<file path="config.mk">
export PLATFORM = sky130hd
export DESIGN_NAME = iopc_port
export DESIGN_NICKNAME = d
export VERILOG_FILES = /design/src/core/iopc_pkg.sv /design/src/core/iopc_port.sv /design/src/core/iopc_change_det.sv
export SDC_FILE = /design/constraint.sdc
export NUM_CORES = 1
export LEC_CHECK = 0
export ABC_CLOCK_PERIOD_IN_PS = 10700
export BUFFER_PORTS_ARGS = -buffer_cell sky130_fd_sc_hd__clkbuf_2
export CAP_MARGIN = 15
export CORE_ASPECT_RATIO = 0.75
export CORE_MARGIN = 5
export CORE_UTILIZATION = 50
export CTS_BUF_LIST = sky130_fd_sc_hd__clkbuf_4 sky130_fd_sc_hd__clkbuf_8
export CTS_CLUSTER_SIZE = 40
export DETAILED_ROUTE_END_ITERATION = 12
export MAX_ROUTING_LAYER = met4
export PLACE_DENSITY = 0.76
export SYNTH_ARGS = -nofsm -noshare
export SYNTH_HDL_FRONTEND = slang
export SYNTH_HIERARCHICAL = 1
export SYNTH_SLANG_ARGS = --single-unit
</file>
<file path="constraint.sdc">
create_clock -name core_clk -period 10.7 [get_ports core_clk]
set_clock_uncertainty 0.15 [all_clocks]
set_input_delay 0 -clock core_clk [delete_from_list [all_inputs] [get_ports core_clk]]
set_output_delay 0 -clock core_clk [all_outputs]
set_load 0.1 [all_outputs]
</file>
<file path="src/core/iopc_pkg.sv">
// Package: register map, field layout and reset values of the I/O port block
//
// Functional notes
// - A set open-drain bit turns that pin's push-pull driver into open-drain.
// - An analog pin driven as output presents its latch level to the converter, or its pin level when open-drain.
// - Analog pin configuration resets to zero, so shared pins start analog.
// - Pin-value reads return zero for every pin configured analog.
// - Any enabled change input that changes state raises the change interrupt.
// - Change detection and the cnWake output both run on the instruction clock; neither works in Sleep while it is stopped.
// - Up to 31 change inputs; the implemented count is a parameter.
// - Two enable registers hold one change-interrupt enable bit per change pin.
// - Each change pin has a weak pull-up enabled by its bit in two registers.
// - Five-bit select routes remappable pin 0..25 to interrupt 2; 11111 grounds it.
// - Config bit set: digital, pin read on, converter grounded; clear: analog sampling.
// - Change enable and pull-up registers all reset to zero.
`default_nettype none

package iopc_pkg;
   localparam int PORT_W    = 16;
   localparam int CN_MAX    = 32;
   localparam int RP_COUNT  = 26;
   localparam int ADDR_W    = 8;
   // Byte offsets in the block's own register window
   localparam logic [7:0] OFF_DIR      = 8'h00;
   localparam logic [7:0] OFF_PORT     = 8'h02;
   localparam logic [7:0] OFF_LATCH    = 8'h04;
   localparam logic [7:0] OFF_ODC      = 8'h06;
   localparam logic [7:0] OFF_ANCFG    = 8'h08;
   localparam logic [7:0] OFF_CNEN_LO  = 8'h60;
   localparam logic [7:0] OFF_CNEN_HI  = 8'h62;
   localparam logic [7:0] OFF_CNPU_LO  = 8'h68;
   localparam logic [7:0] OFF_CNPU_HI  = 8'h6A;
   localparam logic [7:0] OFF_INT2SEL  = 8'h70;
   localparam logic [7:0] OFF_IRQSTAT  = 8'h72;
   localparam logic [7:0] OFF_IRQMASK  = 8'h74;
   localparam logic [15:0] DIR_RST     = 16'hFFFF;
   localparam logic [15:0] ZERO_RST    = 16'h0000;
   localparam logic [4:0]  INT2SEL_RST = 5'h1F;
   localparam logic [4:0]  INT2SEL_GND = 5'h1F;
   localparam logic [4:0]  INT2SEL_MAX = 5'h19;
   // Status / mask bit positions
   localparam int IRQ_CN   = 0;
   localparam int IRQ_INT2 = 1;
   localparam int IRQ_W    = 2;
endpackage

`default_nettype wire

</file>
<file path="src/core/iopc_port.sv">
// I/O port with open-drain, analog config, change notification and interrupt 2 select
`default_nettype none

module iopc_port
   import iopc_pkg::*;
#(
   parameter int CN_COUNT = 21
) (
   input  wire logic                      core_clk,
   input  wire logic                      reset,
   input  wire logic [iopc_pkg::ADDR_W-1:0] regAddr,
   input  wire logic [15:0]               regWdata,
   input  wire logic                      regWrite,
   input  wire logic                      regRead,
   output logic     [15:0]               regRdata,
   input  wire logic [iopc_pkg::PORT_W-1:0] pinIn,
   output logic     [iopc_pkg::PORT_W-1:0] pinOut,
   output logic     [iopc_pkg::PORT_W-1:0] pinOe,
   output logic     [iopc_pkg::PORT_W-1:0] adcPinSample,
   output logic     [iopc_pkg::PORT_W-1:0] adcMuxGround,
   input  wire logic [CN_COUNT-1:0]        cnPins,
   output logic     [CN_COUNT-1:0]        cnPullupOn,
   input  wire logic [iopc_pkg::RP_COUNT-1:0] rpPins,
   output logic                           extInt2,
   output logic                           cnWake,
   output logic                           irq
);
   import iopc_pkg::*;

   logic [15:0] dir_reg;
   logic [15:0] latch_reg;
   logic [15:0] odc_reg;
   logic [15:0] ancfg_reg;
   logic [31:0] cnEn_reg;
   logic [31:0] cnPu_reg;
   logic [4:0]  int2Sel_reg;
   logic [IRQ_W-1:0] irqStat_reg;
   logic [IRQ_W-1:0] irqMask_reg;
   logic [IRQ_W-1:0] irqStat_next;
   logic [15:0] pinSyncA_reg;
   logic [15:0] pinSync_reg;
   logic [RP_COUNT-1:0] rpSyncA_reg;
   logic [RP_COUNT-1:0] rpSync_reg;
   logic        int2_reg;
   logic        int2Prev_reg;
   logic [15:0] portView;
   logic        changeEvent;
   logic        wakeRaw;
   logic        wr;
   logic        int2Rise;

   function automatic logic hit(input logic [ADDR_W-1:0] a, input logic [7:0] off);
      hit = (a == off);
   endfunction

   assign wr = regWrite;

   // Register writes
   always_ff @(posedge core_clk or posedge reset) begin
      if (reset) begin
         dir_reg     <= DIR_RST;
         latch_reg   <= ZERO_RST;
         odc_reg     <= ZERO_RST;
         ancfg_reg   <= ZERO_RST;
         cnEn_reg    <= '0;
         cnPu_reg    <= '0;
         int2Sel_reg <= INT2SEL_RST;
         irqMask_reg <= '0;
      end else if (wr) begin
         if (hit(regAddr, OFF_DIR))     dir_reg     <= regWdata;
         if (hit(regAddr, OFF_PORT))    latch_reg   <= regWdata;
         if (hit(regAddr, OFF_LATCH))   latch_reg   <= regWdata;
         if (hit(regAddr, OFF_ODC))     odc_reg     <= regWdata;
         if (hit(regAddr, OFF_ANCFG))   ancfg_reg   <= regWdata;
         if (hit(regAddr, OFF_CNEN_LO)) cnEn_reg[15:0]  <= regWdata;
         if (hit(regAddr, OFF_CNEN_HI)) cnEn_reg[31:16] <= {1'b0, regWdata[14:0]};
         if (hit(regAddr, OFF_CNPU_LO)) cnPu_reg[15:0]  <= regWdata;
         if (hit(regAddr, OFF_CNPU_HI)) cnPu_reg[31:16] <= {1'b0, regWdata[14:0]};
         if (hit(regAddr, OFF_INT2SEL)) int2Sel_reg <= regWdata[4:0];
         if (hit(regAddr, OFF_IRQMASK)) irqMask_reg <= regWdata[IRQ_W-1:0];
      end
   end

   // Pin synchronisers; first stage feeds only the second
   always_ff @(posedge core_clk or posedge reset) begin
      if (reset) begin
         pinSyncA_reg <= '0;
         pinSync_reg  <= '0;
         rpSyncA_reg  <= '0;
         rpSync_reg   <= '0;
      end else begin
         pinSyncA_reg <= pinIn;
         pinSync_reg  <= pinSyncA_reg;
         rpSyncA_reg  <= rpPins;
         rpSync_reg   <= rpSyncA_reg;
      end
   end

   // Analog-configured pins read as zero
   assign portView = pinSync_reg & ancfg_reg;

   // Pin drivers: open-drain only ever drives low
   always_ff @(posedge core_clk or posedge reset) begin
      if (reset) begin
         pinOut <= '0;
         pinOe  <= '0;
      end else begin
         for (int i = 0; i < PORT_W; i++) begin
            if (odc_reg[i]) begin
               pinOut[i] <= 1'b0;
               pinOe[i]  <= !dir_reg[i] && !latch_reg[i];
            end else begin
               pinOut[i] <= latch_reg[i];
               pinOe[i]  <= !dir_reg[i];
            end
         end
      end
   end

   // Converter front end: analog pins sampled, digital pins grounded.
   // An output-driven analog pin hands over its latch level when push-pull, its synchronised pin level when open-drain.
   always_ff @(posedge core_clk or posedge reset) begin
      if (reset) begin
         adcPinSample <= '0;
         adcMuxGround <= '0;
      end else begin
         for (int i = 0; i < PORT_W; i++) begin
            adcMuxGround[i] <= ancfg_reg[i];
            if (ancfg_reg[i]) begin
               adcPinSample[i] <= 1'b0;
            end else if (!dir_reg[i]) begin
               adcPinSample[i] <= odc_reg[i] ? pinSync_reg[i] : latch_reg[i];
            end else begin
               adcPinSample[i] <= pinSync_reg[i];
            end
         end
      end
   end

   always_ff @(posedge core_clk or posedge reset) begin
      if (reset) begin
         cnPullupOn <= '0;
      end else begin
         cnPullupOn <= cnPu_reg[CN_COUNT-1:0];
      end
   end

   iopc_change_det #(
      .CN_COUNT (CN_COUNT)
   ) u_det (
      .core_clk    (core_clk),
      .reset       (reset),
      .cnPins      (cnPins),
      .cnEnable    (cnEn_reg[CN_COUNT-1:0]),
      .cnLevel     (),
      .changeEvent (changeEvent),
      .wakeReq     (wakeRaw)
   );

   always_ff @(posedge core_clk or posedge reset) begin
      if (reset) begin
         cnWake <= 1'b0;
      end else begin
         cnWake <= wakeRaw;
      end
   end

   // External interrupt 2 select; codes above the last pin read as ground
   always_ff @(posedge core_clk or posedge reset) begin
      if (reset) begin
         int2_reg     <= 1'b0;
         int2Prev_reg <= 1'b0;
      end else begin
         if (int2Sel_reg <= INT2SEL_MAX) begin
            int2_reg <= rpSync_reg[int2Sel_reg];
         end else begin
            int2_reg <= 1'b0;
         end
         // Previous level feeds the rising-edge status bit
         int2Prev_reg <= int2_reg;
      end
   end
   assign extInt2  = int2_reg;
   assign int2Rise = int2_reg && !int2Prev_reg;

   // Sticky status, write-one-to-clear; a new event wins over the clear
   always_comb begin
      irqStat_next = irqStat_reg;
      if (wr && hit(regAddr, OFF_IRQSTAT)) begin
         irqStat_next = irqStat_reg & ~regWdata[IRQ_W-1:0];
      end
      if (changeEvent) irqStat_next[IRQ_CN] = 1'b1;
      if (int2Rise)    irqStat_next[IRQ_INT2] = 1'b1;
   end

   always_ff @(posedge core_clk or posedge reset) begin
      if (reset) begin
         irqStat_reg <= '0;
         irq         <= 1'b0;
      end else begin
         irqStat_reg <= irqStat_next;
         // Looks ahead at the next status so the line follows with no extra cycle
         irq         <= |(irqStat_next & irqMask_reg);
      end
   end

   // Read port: data in the cycle after the strobe, unmapped reads zero
   always_ff @(posedge core_clk or posedge reset) begin
      if (reset) begin
         regRdata <= '0;
      end else if (regRead) begin
         unique case (regAddr)
            OFF_DIR:     regRdata <= dir_reg;
            OFF_PORT:    regRdata <= portView;
            OFF_LATCH:   regRdata <= latch_reg;
            OFF_ODC:     regRdata <= odc_reg;
            OFF_ANCFG:   regRdata <= ancfg_reg;
            OFF_CNEN_LO: regRdata <= cnEn_reg[15:0];
            OFF_CNEN_HI: regRdata <= cnEn_reg[31:16];
            OFF_CNPU_LO: regRdata <= cnPu_reg[15:0];
            OFF_CNPU_HI: regRdata <= cnPu_reg[31:16];
            OFF_INT2SEL: regRdata <= {11'h0, int2Sel_reg};
            OFF_IRQSTAT: regRdata <= {14'h0, irqStat_reg};
            OFF_IRQMASK: regRdata <= {14'h0, irqMask_reg};
            default:     regRdata <= 16'h0000;
         endcase
      end else begin
         regRdata <= 16'h0000;
      end
   end

   // Checks; bits 0 and 15 stand for every pin, since the logic is one per-bit loop
   od_high_a: assert property (@(posedge core_clk) disable iff (reset)
      ($past(odc_reg[0]) && !$past(reset)) |-> !(pinOe[0] && pinOut[0]))
      else $error("open-drain pin driven high");
   od_release_a: assert property (@(posedge core_clk) disable iff (reset)
      (odc_reg[0] && latch_reg[0]) |=> !pinOe[0])
      else $error("released open-drain pin still driven");
   pp_drive_a: assert property (@(posedge core_clk) disable iff (reset)
      !odc_reg[0]
         |=> (pinOe[0] == !$past(dir_reg[0]) && pinOut[0] == $past(latch_reg[0])))
      else $error("push-pull pin not driven from latch");
   analog_read_a: assert property (@(posedge core_clk) disable iff (reset)
      (regRead && regAddr == OFF_PORT) |=> ((regRdata & ~$past(ancfg_reg)) == 16'h0000))
      else $error("analog pin read as nonzero");
   digital_read_a: assert property (@(posedge core_clk) disable iff (reset)
      (regRead && regAddr == OFF_PORT && ancfg_reg[15])
         |=> (regRdata[15] == $past(pinSync_reg[15])))
      else $error("digital pin not readable");
   change_sets_a: assert property (@(posedge core_clk) disable iff (reset)
      changeEvent |=> irqStat_reg[IRQ_CN])
      else $error("change event lost");
   status_clear_a: assert property (@(posedge core_clk) disable iff (reset)
      (wr && regAddr == OFF_IRQSTAT && regWdata[IRQ_CN] && !changeEvent)
         |=> !irqStat_reg[IRQ_CN])
      else $error("change status not cleared by a written one");
   irq_level_a: assert property (@(posedge core_clk) disable iff (reset)
      ##1 (irq == |($past(irqStat_next) & $past(irqMask_reg))))
      else $error("interrupt output mismatch");
   int2_gnd_a: assert property (@(posedge core_clk) disable iff (reset)
      (int2Sel_reg > INT2SEL_MAX) [*2] |-> !extInt2)
      else $error("grounded interrupt 2 input not low");
   int2_route_a: assert property (@(posedge core_clk) disable iff (reset)
      (int2Sel_reg <= INT2SEL_MAX)
         |=> (extInt2 == $past(rpSync_reg[int2Sel_reg])))
      else $error("interrupt 2 not routed from selected pin");
   int2_status_a: assert property (@(posedge core_clk) disable iff (reset)
      int2Rise |=> irqStat_reg[IRQ_INT2])
      else $error("interrupt 2 edge not recorded");
   pullup_map_a: assert property (@(posedge core_clk) disable iff (reset)
      ##1 (cnPullupOn == $past(cnPu_reg[CN_COUNT-1:0])))
      else $error("pull-up enables not applied");
   hi_pullup_a: assert property (@(posedge core_clk) disable iff (reset)
      (wr && regAddr == OFF_CNPU_HI) |=> !cnPu_reg[31])
      else $error("unimplemented pull-up bit set");
   hi_enable_a: assert property (@(posedge core_clk) disable iff (reset)
      (wr && regAddr == OFF_CNEN_HI) |=> !cnEn_reg[31])
      else $error("unimplemented change enable bit set");
   adc_ground_a: assert property (@(posedge core_clk) disable iff (reset)
      ##1 (adcMuxGround == $past(ancfg_reg)))
      else $error("converter ground select wrong");
   adc_digital_a: assert property (@(posedge core_clk) disable iff (reset)
      ancfg_reg[15] |=> !adcPinSample[15])
      else $error("digital pin leaks a level to the converter");
   adc_analog_a: assert property (@(posedge core_clk) disable iff (reset)
      (!ancfg_reg[15] && dir_reg[15])
         |=> (adcPinSample[15] == $past(pinSync_reg[15])))
      else $error("analog input level not sampled");
   adc_drive_a: assert property (@(posedge core_clk) disable iff (reset)
      (!ancfg_reg[0] && !dir_reg[0] && !odc_reg[0])
         |=> adcPinSample[0] == $past(latch_reg[0]))
      else $error("driven level not presented to converter");
   wake_reg_a: assert property (@(posedge core_clk) disable iff (reset)
      wakeRaw |=> cnWake)
      else $error("wake request not passed on");

   // Cover the main scenarios
   cov_change_c: cover property (@(posedge core_clk) changeEvent ##1 irq);
   cov_int2_c:   cover property (@(posedge core_clk) int2Rise);
   cov_read_c:   cover property (@(posedge core_clk) regRead && regAddr == OFF_PORT);
   cov_wake_c:   cover property (@(posedge core_clk) cnWake ##1 !cnWake);
   cov_od_c:     cover property (@(posedge core_clk) odc_reg[0] && !pinOe[0] && pinSync_reg[0]);
endmodule

`default_nettype wire

</file>
<file path="src/core/iopc_change_det.sv">
// Change detector: synchronises change inputs and flags enabled mismatches
`default_nettype none

module iopc_change_det #(
   parameter int CN_COUNT = 21
) (
   input  wire logic                core_clk,
   input  wire logic                reset,
   input  wire logic [CN_COUNT-1:0] cnPins,
   input  wire logic [CN_COUNT-1:0] cnEnable,
   output logic     [CN_COUNT-1:0] cnLevel,
   output logic                    changeEvent,
   output logic                    wakeReq
);
   logic [CN_COUNT-1:0] syncA_reg;
   logic [CN_COUNT-1:0] syncB_reg;
   logic [CN_COUNT-1:0] prev_reg;

   always_ff @(posedge core_clk or posedge reset) begin
      if (reset) begin
         syncA_reg <= '0;
         syncB_reg <= '0;
      end else begin
         syncA_reg <= cnPins;
         syncB_reg <= syncA_reg;
      end
   end

   always_ff @(posedge core_clk or posedge reset) begin
      if (reset) begin
         prev_reg <= '0;
      end else begin
         prev_reg <= syncB_reg;
      end
   end

   assign cnLevel     = syncB_reg;
   assign changeEvent = |((syncB_reg ^ prev_reg) & cnEnable);
   // Unclocked compare of raw pins against the last sample; the port registers
   // it into cnWake on core_clk, so a change cannot wake the core while core_clk is stopped
   assign wakeReq     = |((cnPins ^ prev_reg) & cnEnable);

   change_flag_a: assert property (@(posedge core_clk) disable iff (reset)
      (|((cnLevel ^ $past(cnLevel)) & cnEnable)) |-> changeEvent)
      else $error("enabled mismatch did not raise change event");
   no_enable_a: assert property (@(posedge core_clk) disable iff (reset)
      (cnEnable == '0) |-> !changeEvent)
      else $error("change event with all enables clear");
endmodule

`default_nettype wire

</file>
Word-level counts from Yosys, hierarchy flattened

Index checks and enable logic that the tools add are counted.

Flip-flop bits (word level): 387
Word-level logic and storage cells: 205
Output and inout bits: 104
Input bits: 91

Magnitude comparators: 2
Equal/unequal tests: 11
Muxes and demuxes: 90
Reductions and logical operators: 66
Bitwise gates (word level): 8

Operator list:

| operator                                                                      | number |
|---|---|
| 16-bit case mux with 12 select lines                                          | 1 |
| 1-bit 2-to-1 mux                                                              | 84 |
| 8-bit by 7-bit equality test with 1-bit output (second input constant)        | 7 |
| 16-bit 2-to-1 mux                                                             | 3 |
| 21-bit AND                                                                    | 2 |
| 21-bit OR reduction                                                           | 2 |
| 21-bit bitwise XOR                                                            | 2 |
| 1-bit zero test                                                               | 33 |
| 2-bit AND reduction                                                           | 10 |
| 1-bit logical AND                                                             | 18 |
| 16-bit AND                                                                    | 1 |
| 8-bit by 3-bit equality test with 1-bit output (second input constant)        | 2 |
| 8-bit by 2-bit equality test with 1-bit output (second input constant)        | 1 |
| 8-bit by 4-bit equality test with 1-bit output (second input constant)        | 1 |
| 8-bit zero test                                                               | 1 |
| 5-bit by 6-bit less-than comparator with 1-bit output (second input constant) | 1 |
| 1-bit binary-select mux with 5-bit select                                     | 1 |
| 5-bit <= comparator (second input constant)                                   | 1 |
| 2-bit AND                                                                     | 2 |
| 2-bit 2-to-1 mux                                                              | 1 |
| 2-bit inverter                                                                | 1 |
| 2-bit nonzero test                                                            | 1 |
| 2-bit OR reduction                                                            | 1 |

Logic depth before layout (Yosys ltp)

Word-level depth: 6
Mapped depth: 8

Modules after synthesis

Netlist, hierarchy kept.

Modules (own cells, without submodules):

| module          | times used | cells each | area each (um^2) |
|---|---|---|---|
| iopc_port       | 1          | 810        | 11893.9 |
| iopc_change_det | 1          | 134        | 2148.3 |

Worst setup path after synthesis

Ideal clock, no wire load.

Path kind: reg-to-reg
Start point: reg int2Sel_reg[0]
End point: reg int2_reg, in the netlist extInt2
Cell stages (with the launch flop): 6
Required time: 10420 ps
Arrival: 1794 ps
Slack: 8626 ps
Library setup time: 130 ps
Cells stage by stage: dfstp_2 -> buf_2 -> mux4_2 -> mux4_2 -> inv_1 -> o21ai_0

Longest elaborated chain between the ends: 3
Elaborated cells on any way between the ends: 4
Those cells by class: order compare (1); mux (3)

RTL lines:

| item                                      | line             | text |
|---|---|---|
| start, declared                           | iopc_port.sv:36  | `logic [4:0] int2Sel_reg;` |
| start signal, assigned                    | iopc_port.sv:79  | `if (hit(regAddr, OFF_INT2SEL)) int2Sel_reg <= regWdata[4:0];` |
| 1-bit binary-select mux with 5-bit select | iopc_port.sv:175 | `int2_reg <= rpSync_reg[int2Sel_reg];` |
| 1-bit 2-to-1 mux (not written as such)    | iopc_port.sv:175 |  |
| 1-bit 2-to-1 mux *                        | iopc_port.sv:174 | `if (int2Sel_reg <= INT2SEL_MAX) begin` |
| end signal, assigned                      | iopc_port.sv:175 |  |
| end, declared                             | iopc_port.sv:44  | `logic int2_reg;` |

Every way passes the cells marked *; elsewhere a longest branch is shown, timed or not. The select of a mux whose other input is x is not followed.
A chain may end at the register's enable or synchronous reset.

==> summary.txt <==
Outcome - complete, no violations
Power Internal - 0.00232 W
Clk sink count - 387
Worst path cell trace - dlygate4sd3_1 -> clkbuf_2 -> dlygate4sd3_1 -> inv_8 -> buf_4 -> buf_4
CTS tree - yes
Fmax - 323 MHz
Worst path required time - 11,130 ps
Synth Area per Inst - 14.9 sq um
Synth unique cells - 49
Dpl hpwl - 23.3 mm
Residual DRC - 0
Worst-path clk slew - 70 ps
Max-Cap Viols - 0
Flop pwr share - 49.4%
Pwr dens - 180 nW/um^2
Routability cong. - 0.897
CTS root buffer - clkbuf_8
Clk Latency, worst-skew pair - 610 ps
Register area - 9710 sq um
Clock network fraction of total power - 37.4%
Nets - 1,412
Gr busiest metal - met2
Worst path bufs/invs - 6
Static leakage - 8.54 nW
# fillers - 2,031
Postcts setup bufs - 0
Total congestion overflow - 0
Top_reg_cell synth - dfrtp_1
Relative slew slack - 28.9%
Routed WL - 37.7 mm
Synthesized area - 14,000 sq um
CP max stage delay - 910 ps
Core Box Area - 27,900 sq um
Yosys top cell area share - 65.2%
Crit end category - async pin
Ys async rst share - 100%
Remaining antenna violation count after routing - 0
Slowest cell on crit path - buf_4
Non-filler cells, final - 1,720
Dpl cells - 1,468
Routed via count - 9,570
Switching Fraction - 28.5%
Final period util - 28.9%
Hold crit path type - input pin to async pin
RSZ-0062 raised after global routing - no
Post-synth EDFFs - 0
Comb pwr share - 13.2%
Share of cells above drive strength 1 - 34.9%
Die area - 31,600 sq um
CTS max path bufs - 3
Largest cells by area after synthesis - dfrtp_1 (65%), mux2_2 (11%), dfstp_2 (3.9%)
H-tree Lvls - 2
GR Layer Usage met3 - 5.21%
DR pass1 iterations - 6
Worst vdd ir - 127 uV
Port Buffers - 194
Worst Path Max Fanout - 91
Family with the most delay on the worst path - buffers and inverters
Drt wl/cell - 21.9 um
Tmin final - 3100 ps
Die W - 204 um
Startpoint type of the worst setup path - input pin
YS warnings - 6
First-pass GRT wire length - 58.9 mm
Max-slew violation count - 0
M1 GR Usage - 35.7%
Worst-margin pin slew - 1060 ps
Vias in the first global route - 10,200
Final count of hold timing violations - 0
Post-Synthesis Cells - 944
Largest net degree at the start of global routing - 92
Die Ht - 155 um
Multi-input logic area - 4110 sq um
Biggest area consumer among synthesized cells - dfrtp_1
Setup violators final - 0
GR Util met2 - 36.8%
CTS buffer count - 55
Synthesized Nets - 1,035
I/O pins - 195
Psw - 0.000924 W
Initial DRC Count - 935
Post_cts resized - 0
Via density - 5.56
Row count - 53
Area growth, synth to finish - 28.8%
Type of the worst setup path - input pin to async pin
Post-synthesis sequential area ratio - 69.2%
Setup TNS Final - 0 ps
Initial Util - 50.4%
Worst EP arrival - 3530 ps
Tot GR Track Use - 24.8%
Initial antenna violation count - 1
#FFs+latches synth - 387
## cell usage in the layout, fill, tap and decap left out, types with 5 or more instances in the layout
cell	synthesis	final
a21oi_1	56	56
clkbuf_4	0	21
clkinv_2	0	7
dfrtp_1	366	366
dlygate4sd3_1	0	153
xor2_1	42	42
clkbuf_8	0	66
dfstp_2	21	21
mux2_2	134	134
nand3_1	12	12
buf_4	2	10
mux4_2	8	8
nand2_1	27	27
a22oi_1	30	30
mux2_1	12	12
o22ai_1	13	13
o21ai_0	24	24
inv_1	18	16
mux2i_1	5	5
a221oi_1	6	6
a22o_1	9	9
a222oi_1	19	19
nor2b_1	20	20
clkbuf_2	0	194
nor2_1	46	46
## worst paths after layout
| path | to | depth (start not counted) | start | slack (ps) |
|---|---|---|---|---|
| min in group core_clk | irqMask_reg[0]$_DFFE_PP0P_ | 4 | regAddr[3] | 100 |
| max in group core_clk | cnPu_reg[15]$_DFFE_PP0P_ | 7 | regAddr[0] | 7700 |
| worst min register to register | u_det/cnLevel[6]$_DFF_PP0_ | 0 | u_det/syncA_reg[6]$_DFF_PP0_ | 190 |
| worst max-delay path | rpSync_reg[12]$_DFF_PP0_ | 6 | reset | 7600 |
| worst max register to register | irq$_DFF_PP0_ | 6 | u_det/cnLevel[0]$_DFF_PP0_ | 8400 |
| worst min-delay path | u_det/cnLevel[10]$_DFF_PP0_ | 4 | reset | 30 |
## final cells by class
type	instances	share of cell area (%)
Clock inverter	11	0.540
Multi-Input combinational cell	502	22.7
Tap cell	357	2.47
Timing Repair Buffer	357	14.3
Clock buffer	87	5.90
Sequential cell	387	53.7
Antenna cell	1	0.0138
Inverter	18	0.415
## synth_stat cells (all sizes together) (14+ instances only)
library cell	number
a21oi	56
a222oi	19
a22oi	30
buf	25
dfrtp	366
dfstp	21
inv	18
mux2	146
nand2	27
nand3	14
nor2	46
nor2b	20
o21ai	24
xor2	42
## cells by family (layout without fill, tap and decap cells)
| kind of cell | count (synthesis) | count (layout) | synth area share (%) |
|---|---|---|---|
| flops | 387 | 387 | 69.2 |
| xor+xnor | 42 | 42 | 2.62 |
| buf+inv | 55 | 473 | 1.71 |
| mux | 159 | 159 | 13.3 |
| other cells | 0 | 1 | 0 |
| simple gates | 132 | 132 | 5.18 |
| compound gates | 169 | 169 | 7.99 |
## per-stage QoR
step	hold slack [ps]	area, sq um	utilization [%]	setup slack (ps)	total power (W)
3_3_place_gp	-41.8	15400	55.2	7770	0.00200
5_1_grt	89.1	18100	64.9	7140	0.00337
2_1_floorplan	-119	14000	-	1620	0.00190
6_report	34.3	18100	64.9	7600	0.00325
4_1_cts	26.9	18100	64.9	7490	0.00326
3_5_place_dp	-40.4	15400	55.2	7600	0.00201
## power by group through the flow
stage	clock (W)	combinational, W	sequential [W]
after floorplan	0	0.000107	0.00179
after global placement	0	0.000375	0.00163
after detailed placement	0	0.000380	0.00163
after CTS	0.00123	0.000425	0.00160
after global routing	0.00131	0.000451	0.00161
final	0.00121	0.000428	0.00161
## worst register-to-register path, delay by kind of cell (launching register included)
kind | cells | cell delay, ps
xor gates and xnor gates | 1 | 180
DFF | 1 | 400
AOI/OAI and AO/OA | 3 | 850
and+or+nand+nor | 2 | 610
## repair_timing
item / 4_1_cts / 5_1_grt
endpoints found under the setup margin: 0 / 0
hold endpoints to repair: 360 / 0
hold buffers: 153 / 0
## routing by layer
layer / wire length [um] / share of wire (%)
met3: 2740 / 7.3
met4: 673 / 1.8
met1: 17000 / 45
met5: 0 / 0
met2: 17300 / 46
Power figures use the tool's default switching activity.
